<file path="config.mk">
export PLATFORM = sky130hd
export DESIGN_NAME = uvc_cmd_core
export DESIGN_NICKNAME = d
export VERILOG_FILES = /design/src/design/uvc_pkg.sv /design/src/design/uvc_acc_if.sv /design/src/design/uvc_sync.sv /design/src/design/uvc_pib_eng.sv /design/src/design/uvc_cmd_core.sv
export SDC_FILE = /design/constraint.sdc
export NUM_CORES = 1
export LEC_CHECK = 0
export BUFFER_PORTS_ARGS = -buffer_cell sky130_fd_sc_hd__buf_2
export CAP_MARGIN = 20
export CELL_PAD_IN_SITES_DETAIL_PLACEMENT = 2
export CELL_PAD_IN_SITES_GLOBAL_PLACEMENT = 2
export CORE_UTILIZATION = 31
export CTS_CLUSTER_DIAMETER = 120
export DETAILED_ROUTE_END_ITERATION = 16
export GPL_TIMING_DRIVEN = 1
export HOLD_SLACK_MARGIN = 0.08
export MAX_ROUTING_LAYER = met4
export PLACE_DENSITY_LB_ADDON = 0.1
export RECOVER_POWER = 100
export SKIP_LAST_GASP = 1
export SYNTH_ARGS = -nofsm -noshare
export SYNTH_HDL_FRONTEND = slang
export SYNTH_SLANG_ARGS = --single-unit
export TNS_END_PERCENT = 30
</file>
<file path="constraint.sdc">
create_clock -name i_clock -period 2.8 [get_ports i_clock]
set_clock_uncertainty 0.1 [all_clocks]
set_input_delay 0.56 -clock i_clock [delete_from_list [all_inputs] [get_ports i_clock]]
set_output_delay 0.56 -clock i_clock [all_outputs]
set_load 0.02 [all_outputs]
</file>
<file path="src/design/uvc_pkg.sv">
// Purpose: Shared constants for the vendor command register access block
// Assumes: 40 MHz system clock
// Notes:   Addresses are 8-bit; internal space below the external base
package uvc_pkg;
	// ==========================================================
	// Request encodings
	localparam int          DIR_BIT      = 7;
	localparam int          FIXED_BIT    = 0;
	localparam int          WIDTH_LSB    = 1;
	localparam int          CHECK_BIT    = 3;
	// ==========================================================
	// Address map seen by vendor commands
	localparam logic [7:0]  EXT_BASE     = 8'hC0;
	localparam logic [7:0]  IR_OPS_LO    = 8'h05;
	localparam logic [7:0]  IR_OPS_HI    = 8'h06;
	localparam logic [7:0]  IR_AUX_LVL   = 8'h12;
	localparam logic [7:0]  IR_POLL_LOC  = 8'h18;
	localparam int          POLL_EN_HI   = 7;
	localparam int          POLL_EN_LO   = 6;
	// ==========================================================
	// APB register map
	localparam logic [7:0]  APB_CTRL     = 8'h00;
	localparam logic [7:0]  APB_STATUS   = 8'h04;
	localparam logic [7:0]  APB_POLL     = 8'h08;
	localparam logic [31:0] CTRL_RST_VAL = 32'h0000_0000;
	localparam logic [7:0]  POLL_RST_VAL = 8'h00;
	// ==========================================================
	// Strobe timing: widths are in 24 MHz cycles, rounded up to 40 MHz
	localparam int          SYS_CYC_NS   = 42;
	localparam int          CLK_NS       = 25;
	localparam int          W0_SYS       = 2;
	localparam int          W1_SYS       = 3;
	localparam int          W2_SYS       = 8;
	localparam int          W3_SYS       = 16;
	localparam logic [4:0]  W0_CYC = 5'((W0_SYS * SYS_CYC_NS + CLK_NS - 1) / CLK_NS);
	localparam logic [4:0]  W1_CYC = 5'((W1_SYS * SYS_CYC_NS + CLK_NS - 1) / CLK_NS);
	localparam logic [4:0]  W2_CYC = 5'((W2_SYS * SYS_CYC_NS + CLK_NS - 1) / CLK_NS);
	localparam logic [4:0]  W3_CYC = 5'((W3_SYS * SYS_CYC_NS + CLK_NS - 1) / CLK_NS);
	// ==========================================================
	typedef enum logic [5:0] {
		S_IDLE = 6'b00_0001,
		S_GET  = 6'b00_0010,
		S_ACC  = 6'b00_0100,
		S_WAIT = 6'b00_1000,
		S_PUT  = 6'b01_0000,
		S_HOLD = 6'b10_0000
	} uvc_state_t;
	typedef enum logic [1:0] {
		P_CHK  = 2'b00,
		P_XFER = 2'b01,
		P_POLL = 2'b10
	} uvc_purp_t;
endpackage

</file>
<file path="src/design/uvc_acc_if.sv">
// Purpose: Request and answer between command core and bus engine
// Assumes: One request in flight at a time
// Notes:   req is a one-cycle pulse, done a one-cycle pulse
`timescale 1ns/10ps
`default_nettype none
interface uvc_acc_if;
	logic       req;
	logic       we;
	logic [5:0] addr;
	logic [7:0] wdata;
	logic [1:0] width;
	logic       done;
	logic [7:0] rdata;
	modport core (output req, we, addr, wdata, width, input done, rdata);
	modport eng  (input req, we, addr, wdata, width, output done, rdata);
endinterface
`default_nettype wire

</file>
<file path="src/design/uvc_sync.sv">
// Purpose: Two-stage synchroniser for pin inputs
// Assumes: Inputs are quasi-static relative to sampling
// Notes:   First stage feeds only the second
`timescale 1ns/10ps
`default_nettype none
module uvc_sync #(
	parameter int W = 8
) (
	input  wire logic         i_clock,
	input  wire logic         i_rst_b,
	input  wire logic [W-1:0] i_d,
	output var  logic [W-1:0] o_q
);
	logic [W-1:0] meta_reg;
	always_ff @(posedge i_clock or negedge i_rst_b) begin
		if (!i_rst_b) begin
			meta_reg <= '0;
			o_q      <= '0;
		end else begin
			meta_reg <= i_d;
			o_q      <= meta_reg;
		end
	end
endmodule
`default_nettype wire

</file>
<file path="src/design/uvc_pib_eng.sv">
// Purpose: One peripheral bus access with programmable strobe width
// Assumes: Read data arrives already synchronised
// Notes:   Address and data are held for the whole strobe
`timescale 1ns/10ps
`default_nettype none
module uvc_pib_eng (
	input  wire logic       i_clock,
	input  wire logic       i_rst_b,
	uvc_acc_if.eng          acc,
	input  wire logic [7:0] i_data_sync,
	output var  logic [5:0] o_addr,
	output var  logic [7:0] o_wdata,
	output var  logic       o_oe_b,
	output var  logic       o_rd_n,
	output var  logic       o_wr_n
);
	logic [4:0] cnt_reg, cnt_next;
	logic       busy_reg, busy_next;
	logic       we_reg, we_next;
	logic [5:0] addr_next;
	logic [7:0] wdata_next, rdata_next;
	logic       done_next;
	logic [4:0] width_cyc;

	always_comb begin
		unique case (acc.width)
			2'd0: width_cyc = uvc_pkg::W0_CYC;
			2'd1: width_cyc = uvc_pkg::W1_CYC;
			2'd2: width_cyc = uvc_pkg::W2_CYC;
			2'd3: width_cyc = uvc_pkg::W3_CYC;
		endcase
	end

	always_comb begin
		cnt_next   = cnt_reg;
		busy_next  = busy_reg;
		we_next    = we_reg;
		addr_next  = o_addr;
		wdata_next = o_wdata;
		rdata_next = acc.rdata;
		done_next  = 1'b0;
		if (!busy_reg && acc.req) begin
			busy_next  = 1'b1;
			cnt_next   = width_cyc;
			we_next    = acc.we;
			addr_next  = acc.addr;
			wdata_next = acc.wdata;
		end else if (busy_reg) begin
			cnt_next = cnt_reg - 5'd1;
			if (cnt_reg == 5'd1) begin
				busy_next = 1'b0;
				done_next = 1'b1;
				if (!we_reg) begin
					rdata_next = i_data_sync;
				end
			end
		end
	end

	always_ff @(posedge i_clock or negedge i_rst_b) begin
		if (!i_rst_b) begin
			cnt_reg   <= '0;
			busy_reg  <= 1'b0;
			we_reg    <= 1'b0;
			o_addr    <= '0;
			o_wdata   <= '0;
			acc.rdata <= '0;
			acc.done  <= 1'b0;
		end else begin
			cnt_reg   <= cnt_next;
			busy_reg  <= busy_next;
			we_reg    <= we_next;
			o_addr    <= addr_next;
			o_wdata   <= wdata_next;
			acc.rdata <= rdata_next;
			acc.done  <= done_next;
		end
	end

	// Strobes and drive only while busy; address is never changed mid-strobe
	assign o_rd_n = !(busy_reg && !we_reg);
	assign o_wr_n = !(busy_reg && we_reg);
	assign o_oe_b = !(busy_reg && we_reg);

	// ==========================================================
	// Checks
	logic [4:0] low_cnt_reg;
	logic [4:0] exp_reg;
	always_ff @(posedge i_clock or negedge i_rst_b) begin
		if (!i_rst_b) begin
			low_cnt_reg <= '0;
			exp_reg     <= '0;
		end else begin
			low_cnt_reg <= busy_reg ? low_cnt_reg + 5'd1 : 5'd0;
			if (!busy_reg && acc.req) begin
				exp_reg <= width_cyc;
			end
		end
	end
	property p_strobe_len;
		@(posedge i_clock) disable iff (!i_rst_b)
		acc.done |-> low_cnt_reg == exp_reg;
	endproperty
	a_strobe_len: assert property (p_strobe_len) else $error("Strobe width wrong");
	property p_addr_hold;
		@(posedge i_clock) disable iff (!i_rst_b)
		(busy_reg && $past(busy_reg)) |-> $stable(o_addr) && $stable(o_wdata);
	endproperty
	a_addr_hold: assert property (p_addr_hold) else $error("Address moved in strobe");
endmodule
`default_nettype wire

</file>
<file path="src/design/uvc_cmd_core.sv">
// Purpose: Vendor command interpreter for register and peripheral access
// Assumes: USB engine delivers setup fields, data-stage bytes and SOF pulses
// Notes:   Status poll runs only between commands
// Contract
// - Request-type bit 7 selects read or write
// - Request bit 0 holds address fixed
// - Request bits 2:1 pick strobe width
// - Strobe widths counted in 42 ns cycles
// - Request bit 3 enables check mode
// - Value low is status address, high mask
// - Zero masked status halts the command
// - Completed operations readable at 0x05/0x06; here the count is 8-bit at 0x05 and 0x06 reads 0
// - Index low byte is start address
// - Below 0xC0 internal, no strobes
// - 0xC0 and up strobe peripheral bus
// - Length low byte is transfer count
// - Two interrupt bytes every frame
// - Aux levels then polled peripheral status
// - Poll only when location bits 7:6 set
// - Poll per SOF, never during commands
// - Many transfers per command, own timing
// - Six address, eight data, strobes, reset
// - Aux levels readable at 0x12
//
// Decided for this implementation: the placing of the registers and the APB register port.
`timescale 1ns/10ps
`default_nettype none
module uvc_cmd_core (
	input  wire logic        i_clock,
	input  wire logic        i_rst_b,
	input  wire logic        i_psel,
	input  wire logic        i_penable,
	input  wire logic        i_pwrite,
	input  wire logic [7:0]  i_paddr,
	input  wire logic [31:0] i_pwdata,
	output var  logic [31:0] o_prdata,
	output var  logic        o_pready,
	output var  logic        o_pslverr,
	input  wire logic        i_setup_valid,
	output var  logic        o_setup_ready,
	input  wire logic [7:0]  i_req_type,
	input  wire logic [7:0]  i_request,
	input  wire logic [15:0] i_value,
	input  wire logic [15:0] i_index,
	input  wire logic [15:0] i_length,
	input  wire logic        i_out_valid,
	input  wire logic [7:0]  i_out_data,
	output var  logic        o_out_ready,
	output var  logic        o_in_valid,
	output var  logic [7:0]  o_in_data,
	input  wire logic        i_in_ready,
	input  wire logic        i_sof,
	output var  logic        o_int_valid,
	output var  logic [7:0]  o_int_aux,
	output var  logic [7:0]  o_int_stat,
	input  wire logic [6:0]  i_aux_pins,
	output var  logic [5:0]  o_periph_addr_lines,
	output var  logic [7:0]  o_periph_data_lines,
	output var  logic        o_periph_data_lines_oe_b,
	input  wire logic [7:0]  i_periph_data_lines,
	output var  logic        o_periph_rd_n,
	output var  logic        o_periph_wr_n,
	output var  logic        o_periph_reset_out_n
);
	// ==========================================================
	// Pin synchronisers
	logic [14:0] sync_q;
	logic [6:0]  aux_lvl;
	logic [7:0]  pdata_sync;
	uvc_sync #(.W(15)) u_sync (
		.i_clock (i_clock),
		.i_rst_b (i_rst_b),
		.i_d     ({i_aux_pins, i_periph_data_lines}),
		.o_q     (sync_q)
	);
	assign aux_lvl    = sync_q[14:8];
	assign pdata_sync = sync_q[7:0];

	// ==========================================================
	// Peripheral bus engine
	uvc_acc_if acc ();
	uvc_pib_eng u_eng (
		.i_clock     (i_clock),
		.i_rst_b     (i_rst_b),
		.acc         (acc.eng),
		.i_data_sync (pdata_sync),
		.o_addr      (o_periph_addr_lines),
		.o_wdata     (o_periph_data_lines),
		.o_oe_b      (o_periph_data_lines_oe_b),
		.o_rd_n      (o_periph_rd_n),
		.o_wr_n      (o_periph_wr_n)
	);

	// ==========================================================
	// Command state
	uvc_pkg::uvc_state_t state_reg, state_next;
	uvc_pkg::uvc_purp_t  purp_reg, purp_next;
	logic       rd_reg, rd_next;
	logic       fixed_reg, fixed_next;
	logic       chk_reg, chk_next;
	logic [1:0] width_reg, width_next;
	logic [7:0] stat_addr_reg, stat_addr_next;
	logic [7:0] mask_reg, mask_next;
	logic [7:0] addr_reg, addr_next;
	logic [7:0] left_reg, left_next;
	logic [7:0] ops_reg, ops_next;
	logic [7:0] acc_addr_reg, acc_addr_next;
	logic [7:0] data_reg, data_next;
	logic       halted_reg, halted_next;
	logic       poll_pend_reg, poll_pend_next;
	logic [7:0] poll_loc_reg, poll_loc_next;
	logic       int_valid_next;
	logic [7:0] int_stat_next;
	logic [31:0] ctrl_reg, ctrl_next;
	logic       have_res, after_xfer, step, xfer_go, ext, poll_en;
	logic [7:0] res;
	logic       apb_wr;

	assign ext     = acc_addr_reg >= uvc_pkg::EXT_BASE;
	assign poll_en = poll_loc_reg[uvc_pkg::POLL_EN_HI] && poll_loc_reg[uvc_pkg::POLL_EN_LO];
	assign apb_wr  = i_psel && i_penable && i_pwrite;

	function automatic logic [7:0] int_rd(input logic [7:0] a, input logic [7:0] ops,
		input logic [6:0] aux, input logic [7:0] loc);
		logic [7:0] v;
		v = 8'h00;
		unique case (a)
			uvc_pkg::IR_OPS_LO:   v = ops;
			uvc_pkg::IR_AUX_LVL:  v = {1'b0, aux};
			uvc_pkg::IR_POLL_LOC: v = loc;
			default:              v = 8'h00;
		endcase
		return v;
	endfunction

	always_comb begin
		state_next     = state_reg;
		purp_next      = purp_reg;
		rd_next        = rd_reg;
		fixed_next     = fixed_reg;
		chk_next       = chk_reg;
		width_next     = width_reg;
		stat_addr_next = stat_addr_reg;
		mask_next      = mask_reg;
		addr_next      = addr_reg;
		left_next      = left_reg;
		ops_next       = ops_reg;
		acc_addr_next  = acc_addr_reg;
		data_next      = data_reg;
		halted_next    = halted_reg;
		poll_pend_next = poll_pend_reg;
		poll_loc_next  = poll_loc_reg;
		ctrl_next      = ctrl_reg;
		int_valid_next = 1'b0;
		int_stat_next  = o_int_stat;
		have_res       = 1'b0;
		after_xfer     = 1'b0;
		step           = 1'b0;
		xfer_go        = 1'b0;
		res            = 8'h00;
		acc.req        = 1'b0;
		unique case (state_reg)
			uvc_pkg::S_IDLE: begin
				if (poll_pend_reg) begin
					poll_pend_next = 1'b0;
					if (poll_en) begin
						purp_next     = uvc_pkg::P_POLL;
						acc_addr_next = {2'b11, poll_loc_reg[5:0]};
						state_next    = uvc_pkg::S_ACC;
					end else begin
						int_valid_next = 1'b1;
					end
				end else if (i_setup_valid) begin
					rd_next        = i_req_type[uvc_pkg::DIR_BIT];
					fixed_next     = i_request[uvc_pkg::FIXED_BIT];
					width_next     = i_request[uvc_pkg::WIDTH_LSB +: 2];
					chk_next       = i_request[uvc_pkg::CHECK_BIT];
					stat_addr_next = i_value[7:0];
					mask_next      = i_value[15:8];
					addr_next      = i_index[7:0];
					left_next      = i_length[7:0];
					// Only a checking command restarts the count, so a later read keeps it
					if (i_request[uvc_pkg::CHECK_BIT]) begin
						ops_next    = 8'h00;
						halted_next = 1'b0;
					end
					step           = i_length[7:0] != 8'h00;
				end
			end
			uvc_pkg::S_GET: begin
				if (i_out_valid) begin
					data_next  = i_out_data;
					state_next = uvc_pkg::S_ACC;
				end
			end
			uvc_pkg::S_ACC: begin
				if (ext) begin
					acc.req    = 1'b1;
					state_next = uvc_pkg::S_WAIT;
				end else begin
					res      = int_rd(acc_addr_reg, ops_reg, aux_lvl, poll_loc_reg);
					have_res = 1'b1;
					if (purp_reg == uvc_pkg::P_XFER && !rd_reg
						&& acc_addr_reg == uvc_pkg::IR_POLL_LOC) begin
						poll_loc_next = data_reg;
					end
				end
			end
			uvc_pkg::S_WAIT: begin
				if (acc.done) begin
					res      = acc.rdata;
					have_res = 1'b1;
				end
			end
			uvc_pkg::S_PUT: begin
				if (i_in_ready) begin
					after_xfer = 1'b1;
				end
			end
			uvc_pkg::S_HOLD: begin
				state_next = uvc_pkg::S_IDLE;
			end
		endcase
		if (have_res) begin
			unique case (purp_reg)
				uvc_pkg::P_CHK: begin
					if ((res & mask_reg) != 8'h00) begin
						xfer_go = 1'b1;
					end else begin
						halted_next = 1'b1;
						state_next  = uvc_pkg::S_IDLE;
					end
				end
				uvc_pkg::P_XFER: begin
					if (rd_reg) begin
						data_next  = res;
						state_next = uvc_pkg::S_PUT;
					end else begin
						after_xfer = 1'b1;
					end
				end
				default: begin
					int_stat_next  = res;
					int_valid_next = 1'b1;
					state_next     = uvc_pkg::S_IDLE;
				end
			endcase
		end
		if (after_xfer) begin
			ops_next  = chk_reg ? ops_reg + 8'd1 : ops_reg;
			addr_next = fixed_reg ? addr_reg : addr_reg + 8'd1;
			left_next = left_reg - 8'd1;
			if (left_reg == 8'd1) begin
				state_next = uvc_pkg::S_HOLD;
			end else begin
				step = 1'b1;
			end
		end
		if (step) begin
			if (chk_next) begin
				purp_next     = uvc_pkg::P_CHK;
				acc_addr_next = stat_addr_next;
				state_next    = uvc_pkg::S_ACC;
			end else begin
				xfer_go = 1'b1;
			end
		end
		if (xfer_go) begin
			purp_next     = uvc_pkg::P_XFER;
			acc_addr_next = addr_next;
			state_next    = rd_next ? uvc_pkg::S_ACC : uvc_pkg::S_GET;
		end
		// SOF arriving while the pending flag clears still counts
		if (i_sof) begin
			poll_pend_next = 1'b1;
		end
		if (apb_wr && i_paddr == uvc_pkg::APB_CTRL) begin
			ctrl_next = i_pwdata;
		end
		if (apb_wr && i_paddr == uvc_pkg::APB_POLL) begin
			poll_loc_next = i_pwdata[7:0];
		end
	end

	always_ff @(posedge i_clock or negedge i_rst_b) begin
		if (!i_rst_b) begin
			state_reg     <= uvc_pkg::S_IDLE;
			purp_reg      <= uvc_pkg::P_CHK;
			rd_reg        <= 1'b0;
			fixed_reg     <= 1'b0;
			chk_reg       <= 1'b0;
			width_reg     <= 2'd0;
			stat_addr_reg <= '0;
			mask_reg      <= '0;
			addr_reg      <= '0;
			left_reg      <= '0;
			ops_reg       <= '0;
			acc_addr_reg  <= '0;
			data_reg      <= '0;
			halted_reg    <= 1'b0;
			poll_pend_reg <= 1'b0;
			poll_loc_reg  <= uvc_pkg::POLL_RST_VAL;
			ctrl_reg      <= uvc_pkg::CTRL_RST_VAL;
			o_int_valid   <= 1'b0;
			o_int_stat    <= '0;
			o_int_aux     <= '0;
		end else begin
			state_reg     <= state_next;
			purp_reg      <= purp_next;
			rd_reg        <= rd_next;
			fixed_reg     <= fixed_next;
			chk_reg       <= chk_next;
			width_reg     <= width_next;
			stat_addr_reg <= stat_addr_next;
			mask_reg      <= mask_next;
			addr_reg      <= addr_next;
			left_reg      <= left_next;
			ops_reg       <= ops_next;
			acc_addr_reg  <= acc_addr_next;
			data_reg      <= data_next;
			halted_reg    <= halted_next;
			poll_pend_reg <= poll_pend_next;
			poll_loc_reg  <= poll_loc_next;
			ctrl_reg      <= ctrl_next;
			o_int_valid   <= int_valid_next;
			o_int_stat    <= int_stat_next;
			o_int_aux     <= {1'b0, aux_lvl};
		end
	end

	// ==========================================================
	// Engine request fields and user handshakes
	assign acc.we   = !rd_reg && purp_reg == uvc_pkg::P_XFER;
	assign acc.addr = acc_addr_reg[5:0];
	assign acc.wdata = data_reg;
	assign acc.width = width_reg;
	// Setup is refused while a poll waits, so the poll cannot be starved
	assign o_setup_ready = state_reg == uvc_pkg::S_IDLE && !poll_pend_reg;
	assign o_out_ready   = state_reg == uvc_pkg::S_GET;
	assign o_in_valid    = state_reg == uvc_pkg::S_PUT;
	assign o_in_data     = data_reg;
	assign o_periph_reset_out_n = !ctrl_reg[0];

	// ==========================================================
	// APB slave, zero wait states
	always_comb begin
		o_prdata  = 32'h0000_0000;
		o_pslverr = 1'b0;
		unique case (i_paddr)
			uvc_pkg::APB_CTRL:   o_prdata = ctrl_reg;
			uvc_pkg::APB_STATUS: o_prdata = {16'h0000, ops_reg, 6'd0, halted_reg,
				state_reg != uvc_pkg::S_IDLE};
			uvc_pkg::APB_POLL:   o_prdata = {24'h00_0000, poll_loc_reg};
			default:             o_pslverr = i_psel && i_penable;
		endcase
	end
	assign o_pready = 1'b1;

	// ==========================================================
	// Checks
	property p_no_int_strobe;
		@(posedge i_clock) disable iff (!i_rst_b)
		(state_reg == uvc_pkg::S_ACC && !ext) |=> o_periph_rd_n && o_periph_wr_n;
	endproperty
	a_no_int_strobe: assert property (p_no_int_strobe) else $error("Strobe on internal");
	property p_fixed_addr;
		@(posedge i_clock) disable iff (!i_rst_b)
		(after_xfer && fixed_reg) |=> addr_reg == $past(addr_reg);
	endproperty
	a_fixed_addr: assert property (p_fixed_addr) else $error("Fixed address moved");
	property p_incr_addr;
		@(posedge i_clock) disable iff (!i_rst_b)
		(after_xfer && !fixed_reg) |=> addr_reg == $past(addr_reg) + 8'd1;
	endproperty
	a_incr_addr: assert property (p_incr_addr) else $error("Address not incremented");
	property p_halt;
		@(posedge i_clock) disable iff (!i_rst_b)
		(have_res && purp_reg == uvc_pkg::P_CHK && (res & mask_reg) == 8'h00)
			|=> halted_reg && state_reg == uvc_pkg::S_IDLE;
	endproperty
	a_halt: assert property (p_halt) else $error("Check failure did not halt");
	property p_rd_dir;
		@(posedge i_clock) disable iff (!i_rst_b)
		o_in_valid |-> rd_reg && purp_reg == uvc_pkg::P_XFER;
	endproperty
	a_rd_dir: assert property (p_rd_dir) else $error("Read data on write command");
	property p_poll_en;
		@(posedge i_clock) disable iff (!i_rst_b)
		(acc.req && purp_reg == uvc_pkg::P_POLL) |-> poll_en;
	endproperty
	a_poll_en: assert property (p_poll_en) else $error("Poll while disabled");
	property p_sof_int;
		@(posedge i_clock) disable iff (!i_rst_b)
		(i_sof && state_reg == uvc_pkg::S_IDLE && !poll_pend_reg && !i_setup_valid)
			|-> ##[1:40] o_int_valid;
	endproperty
	a_sof_int: assert property (p_sof_int) else $error("No interrupt report");
	property p_no_setup_busy;
		@(posedge i_clock) disable iff (!i_rst_b)
		(state_reg == uvc_pkg::S_ACC && purp_reg == uvc_pkg::P_POLL)
			|-> $past(state_reg) == uvc_pkg::S_IDLE;
	endproperty
	a_no_setup_busy: assert property (p_no_setup_busy) else $error("Poll started mid-command");
	c_read:  cover property (@(posedge i_clock) o_in_valid && i_in_ready);
	c_halt:  cover property (@(posedge i_clock) $rose(halted_reg));
	c_poll:  cover property (@(posedge i_clock) o_int_valid && poll_en);
endmodule
`default_nettype wire

</file>
==> results of run 1 <==
-- cells in the mapped netlist, types with 3 or more instances --
| master | instances | area share, % |
|---|---|---|
| a211oi_1 | 3 | 0.26 |
| a21oi_1 | 31 | 1.8 |
| a21oi_2 | 3 | 0.31 |
| a221o_1 | 4 | 0.47 |
| a22o_1 | 15 | 1.5 |
| a22oi_1 | 12 | 1.1 |
| and2_1 | 21 | 1.5 |
| and3_1 | 4 | 0.29 |
| buf_1 | 4 | 0.18 |
| buf_2 | 8 | 0.47 |
| buf_4 | 5 | 0.44 |
| buf_6 | 6 | 0.79 |
| clkbuf_1 | 17 | 0.75 |
| dfrtp_1 | 186 | 54 |
| ha_1 | 6 | 0.88 |
| inv_1 | 19 | 0.83 |
| mux2_2 | 62 | 8.2 |
| mux2_4 | 7 | 1.2 |
| mux2i_1 | 34 | 4.0 |
| nand2_1 | 94 | 4.1 |
| nand3_1 | 10 | 0.59 |
| nand3b_1 | 3 | 0.26 |
| nand4_1 | 9 | 0.66 |
| nand4b_1 | 5 | 0.51 |
| nor2_1 | 64 | 2.8 |
| nor2b_1 | 9 | 0.66 |
| nor3_1 | 7 | 0.41 |
| nor4_1 | 5 | 0.37 |
| nor4b_1 | 3 | 0.31 |
| o21ai_0 | 31 | 1.8 |
| o2bb2ai_1 | 10 | 1.0 |
| o31a_1 | 9 | 0.92 |
| or2_2 | 3 | 0.22 |
| xnor2_1 | 3 | 0.31 |
| xor2_1 | 8 | 0.82 |
-- routing by layer --
metal	part of all wire, %	vias up	track usage [%]
met3	3.6	28	3.667
li1	-	3226	-
met2	50	157	37.34
met4	1.2	0	5.138
met1	45	3547	27.59
met5	0	-	-
-- logic make-up (layout without fill, tap and decap cells) --
| logic type | after synthesis | count (layout) | synth area share, % |
|---|---|---|---|
| XOR/XNOR | 11 | 11 | 1.127 |
| AO/OA/AOI/OAI | 137 | 137 | 11.38 |
| other | 2 | 2 | 0.08782 |
| AND/OR/NAND/NOR | 256 | 256 | 14.97 |
| buffers and inverters | 59 | 340 | 3.453 |
| multiplexers | 103 | 103 | 13.37 |
| flip-flops | 187 | 187 | 54.73 |
| adder cells (fa/ha/maj) | 6 | 6 | 0.8778 |
-- per-stage QoR --
step	setup slack (ns)	util (%)	std cells	power, mW
2_1_floorplan	0.02597	-	761	2.837
3_5_place_dp	-0.1953	38.73	1341	3.019
6_report	-0.01833	41.57	1383	5.407
5_1_grt	-0.1039	41.57	1383	5.601
4_1_cts	-0.04426	41.41	1377	5.486
3_3_place_gp	-0.1038	38.73	1341	3.008
-- power breakdown --
group          switching, mW  leakage, nW  internal, mW
Clock                   1.19        0.276          1.26
Sequential            0.0208         2.37          2.74
Combinational          0.122         2.88        0.0811
-- how the worst max path moves through the flow --
stage,endpoint,slack (ns),cells after the start
after CTS,o_prdata[0],-0.04,6
after floorplan,o_prdata[21],0.03,7
after global placement,acc_addr_reg[1],-0.10,10
after global routing,acc_addr_reg[5],-0.10,11
final,acc_addr_reg[5],-0.02,11
after detailed placement,acc_addr_reg[3],-0.20,10
-- repair_timing --
item,in CTS,in global routing
pin swaps,10,16
cloned,0,0
hold buffers,1,0
setup endpoints to repair,30,39
buffers inserted,7,7
hold endpoints to repair,54,0
resized for setup,21,18
-- cell type report --
| type | instances | area [sq um] |
|---|---|---|
| fillers | 2872 | 15790 |
| flip-flops and latches | 187 | 4684 |
| multi-input cells | 515 | 3735 |
| repair buffers | 290 | 1733 |
| well taps | 341 | 426.7 |
| clock buffers | 17 | 425.4 |
| clock inverters | 14 | 160.2 |
| inverters | 19 | 71.32 |
==> results.cfg, run 1 <==
[run_status]
status = complete, but fails checks
violations = capacitance limit, slew limit, setup timing

[cts]
cts.sinks = 187
tritoncts = yes
clock_path_buffers = 2
h-tree-depth = 4
cts_root_buf = clkbuf_16
clk_latency_ns = 0.44
clkTransAtPathRegs_ns = 0.08
cts_made_buffers = 17

[sta]
fin_crit_sh_pct = 100.7
finalWorstPathRequiredPeriod_ns = 2.818
max_slew_margin_pct = -1.343
worst_slack_ns = -0.01833
tightest_slew_ns = 1.520
hold_ws_ns = 0.1249
setup_viol = 7
max_freq_mhz = 354.8
slew_violations = 58
finalHoldViolCount = 0
setup-tns-final_ns = -0.06278
grt_setup_unrepaired = true

[synth]
synth_ff_type = dfrtp_1
ys_async_sr_fraction_pct = 100.0
avgSynthCellArea_sq_um = 11.24
yosys_register_bits = 187
synth_edf_count = 0
synth_nets = 903
yosysSeqAreaShare_pct = 54.73
yosysWarnings = 0
synthCells = 761
ys_types = 68
synth_area_sq_um = 8552

[setup_path]
reg2reg_from = acc_addr_reg[4]
crit_type = reg2reg
worstPathRequired_ns = 3.01
cp_slowest_stage_delay_ns = 0.44
worst_path_dominant_cell_family = compound AO/OA/AOI/OAI gates
critical_path.max_fanout = 9
crit_path_cell_trace = nor4b_2, buf_4, nand2_8, o2bb2ai_1, buf_4, a22o_1, a22o_1, nor4_4, o22ai_2, buf_12, mux2_4
cp.buffers_inverters = 3
crit_arrival_ns = 3.03
rr_endpoint = acc_addr_reg[5]
reg2reg_slack_ns = -0.02
timing.critical_path.to_type = register
startpoint_type = register
cp-startpoint = acc_addr_reg[4]
reg2regPathDepth = 11
cp_slowest_cell = dfrtp_2

[global_route]
overflow = 0
antenna_found_initial = 0
grt_start_max_net_pins = 59
grt_pass1_wl_microns = 46200
gr-usage-all-layers_pct = 22.06
grt_pass1_vias = 7890

[final_layout]
final_cell_mix = dfrtp_1 (183), buf_2 (142), nand2_1 (93)
final_nets = 1172
design_area_sq_um = 11240
largest_reg_flops = 32
layout_commonest_cell = dfrtp_1
antennaDiodeCount = 0
drive_above_1_share_pct = 37.91
syn_to_final_growth_pct = 31.38

[die]
start_util_pct = 31.64
rows = 60
coreArea_sq_um = 27030
die_area_sq_um = 28260
io_pins = 216
die_h_microns = 168.1
die_w_microns = 168.1

[drt]
first_pass_iters = 4
wl_per_cell_microns = 20.95
vias = 6958
vias_per_cell = 5.031
drt-total-wl_microns = 28980
post-route-drc-count = 0
ant_nets = 0
drt_iter0_markers = 276

[min_path]
min-delay-start = i_periph_data_lines[5]
min_to = u_sync.meta_reg[5]
holdPathStages = 1
min_path_type = in2reg

[placement]
portBuffers = 186
dpl-instance-area_sq_um = 10470
gp_congestion = 0.8593
dp_hpwl_microns = 22100

[flow_run]
cap_violations = 1

[pwr]
p_leak_nw = 5.530
pwr_density_cell_nw_per_um2 = 481.3
ir_drop_mv = 0.2754
(Power assumes the default switching activity.)
==> run 2: changes to the inputs <==
Settings changed: RECOVER_POWER 100 to 50.
==> results.cfg, run 2 (synthesis gave the netlist of run 1 again) <==
[die]
die_h_microns = 168.1
start_util_pct = 31.64
coreArea_sq_um = 27030
die_area_sq_um = 28260
die_w_microns = 168.1
io_pins = 216
rows = 60

[pwr]
pwr_density_cell_nw_per_um2 = 478.4
power_frac_comb_pct = 3.8
p_seq_share_pct = 51.0
p_int_mw = 4.081
switchingPower_mw = 1.328
ir_drop_mv = 0.2743
p_leak_nw = 5.676
clkPwrFrac_pct = 45.3
switching_share_pct = 24.55

[placement]
dpl.cell_count = 1341
portBuffers = 186
dp_hpwl_microns = 22100
gp_congestion = 0.8593

[cts]
clk_latency_ns = 0.44
cts_made_buffers = 17
cts_root_buf = clkbuf_16
tritoncts = yes
cts.sinks = 187
clock_path_buffers = 2
h-tree-depth = 4
clkTransAtPathRegs_ns = 0.08

[final_layout]
layout_commonest_cell = buf_2
final_nets = 1172
final_cells = 1383
largest_reg_flops = 32
fillCellCount = 2851
syn_to_final_growth_pct = 32.22
drive_above_1_share_pct = 42.03
antennaDiodeCount = 0
final_cell_mix = buf_2 (184), dfrtp_1 (183), nand2_1 (93)

[sta]
finalHoldViolCount = 0
grt_setup_unrepaired = true
finalWorstPathRequiredPeriod_ns = 2.832
fin_crit_sh_pct = 101.2
setup_viol = 8
max_slew_margin_pct = -1.833
hold_ws_ns = 0.1263
max_freq_mhz = 353.1
slew_violations = 58
tightest_slew_ns = 1.527
worst_slack_ns = -0.03230

[drt]
drt-total-wl_microns = 28960
ant_nets = 0
drt_iter0_markers = 266
first_pass_iters = 4
wl_per_cell_microns = 20.94
vias = 6973
post-route-drc-count = 0
vias_per_cell = 5.042

[setup_path]
startpoint_type = register
crit_type = reg2reg
timing.critical_path.to_type = register
crit_arrival_ns = 3.04
reg2regPathDepth = 13
worstPathRequired_ns = 3.01
critical_path.max_fanout = 7

[global_route]
grt_start_max_net_pins = 59
grt_pass1_wl_microns = 46200
gr-usage-all-layers_pct = 22.06
antenna_found_initial = 0
grt_pass1_vias = 7890
overflow = 0

[min_path]
min_path_type = in2reg
holdPathStages = 1

[flow_run]
cap_violations = 1

[run_status]
violations = capacitance limit, slew limit, setup timing
status = complete, but fails checks
[run 2: changes by cell type in the layout (fill, tap and decap cells not counted)]
cell,change
and2_1,+1
clkbuf_1,-43
buf_12,+1
buf_2,+42
and2_0,-1
buf_4,+1
clkbuf_2,-1
[run 2: critical path, cell delays in order, from the launching register on]
cell and delay, ns:
dfrtp_1 0.41, nor2b_4 0.14, buf_6 0.13, buf_4 0.14
buf_4 0.13, nand2_1 0.06, o2bb2ai_1 0.08, buf_4 0.14
a22o_1 0.22, a22o_1 0.23, nor4_4 0.27, o22ai_2 0.19
buf_12 0.18, mux2_4 0.30
[run 2: per-layer routing]
layer	GRT usage [%]	part of all wire [%]	up-vias	wire length [microns]
met5	-	0	-	0
met4	5.138	1.2	0	346
met3	3.667	3.5	27	1015
met2	37.34	50	160	14520
met1	27.59	45	3557	13080
li1	-	-	3229	-
[run 2: power by group through the flow]
stage	registers, mW	logic (mW)	clock network [mW]
floorplan	2.81	0.0304	0
global placement	2.81	0.201	0
detailed placement	2.81	0.210	0
CTS	2.76	0.213	2.52
global route	2.76	0.229	2.61
finish	2.76	0.205	2.45
[run 2: timing repair]
action	4_1_cts	5_1_grt
endpoints found under the setup margin	30	39
endpoints found under the hold margin	54	0
gates cloned	0	0
pin swaps	10	16
setup buffers	7	7
hold buffers	1	0
resized for setup	21	18
[run 2: final timing paths]
check,from,to,slack (ns)
worst max-delay path,acc_addr_reg[3],acc_addr_reg[5],-0.03
worst min-delay path,i_periph_data_lines[5],u_sync.meta_reg[5],0.13
worst max register to register,acc_addr_reg[3],acc_addr_reg[5],-0.03
worst min register to register,u_sync.meta_reg[11],u_sync.o_q[11],0.25
max in group asynchronous,i_rst_b,acc_addr_reg[1],0.42
min in group asynchronous,i_rst_b,ctrl_reg[12],0.93
[run 2: final cells by class]
type	count	area (sq um)	share of cell area, %
clock buffer	17	425.4	3.762
multi-input combinational	515	3735	33.03
timing repair buffer	290	1804	15.96
sequential	187	4684	41.43
tap	341	426.7	3.773
inverter	19	71.32	0.6307
clock inverter	14	160.2	1.416
[run 2: through the flow]
step                setup slack, ns  utilization [%]  cell area [sq um]  setup TNS, ns  total power, mW
floorplan                   0.02597                -               8553              0            2.837
global placement            -0.1038            38.73              10470        -0.7198            3.008
detailed placement          -0.1953            38.73              10470         -1.575            3.019
CTS                        -0.04426            41.41              11190        -0.2193            5.486
global route                -0.1039            41.84              11310         -1.015            5.602
finish                     -0.03230            41.84              11310        -0.1418            5.409
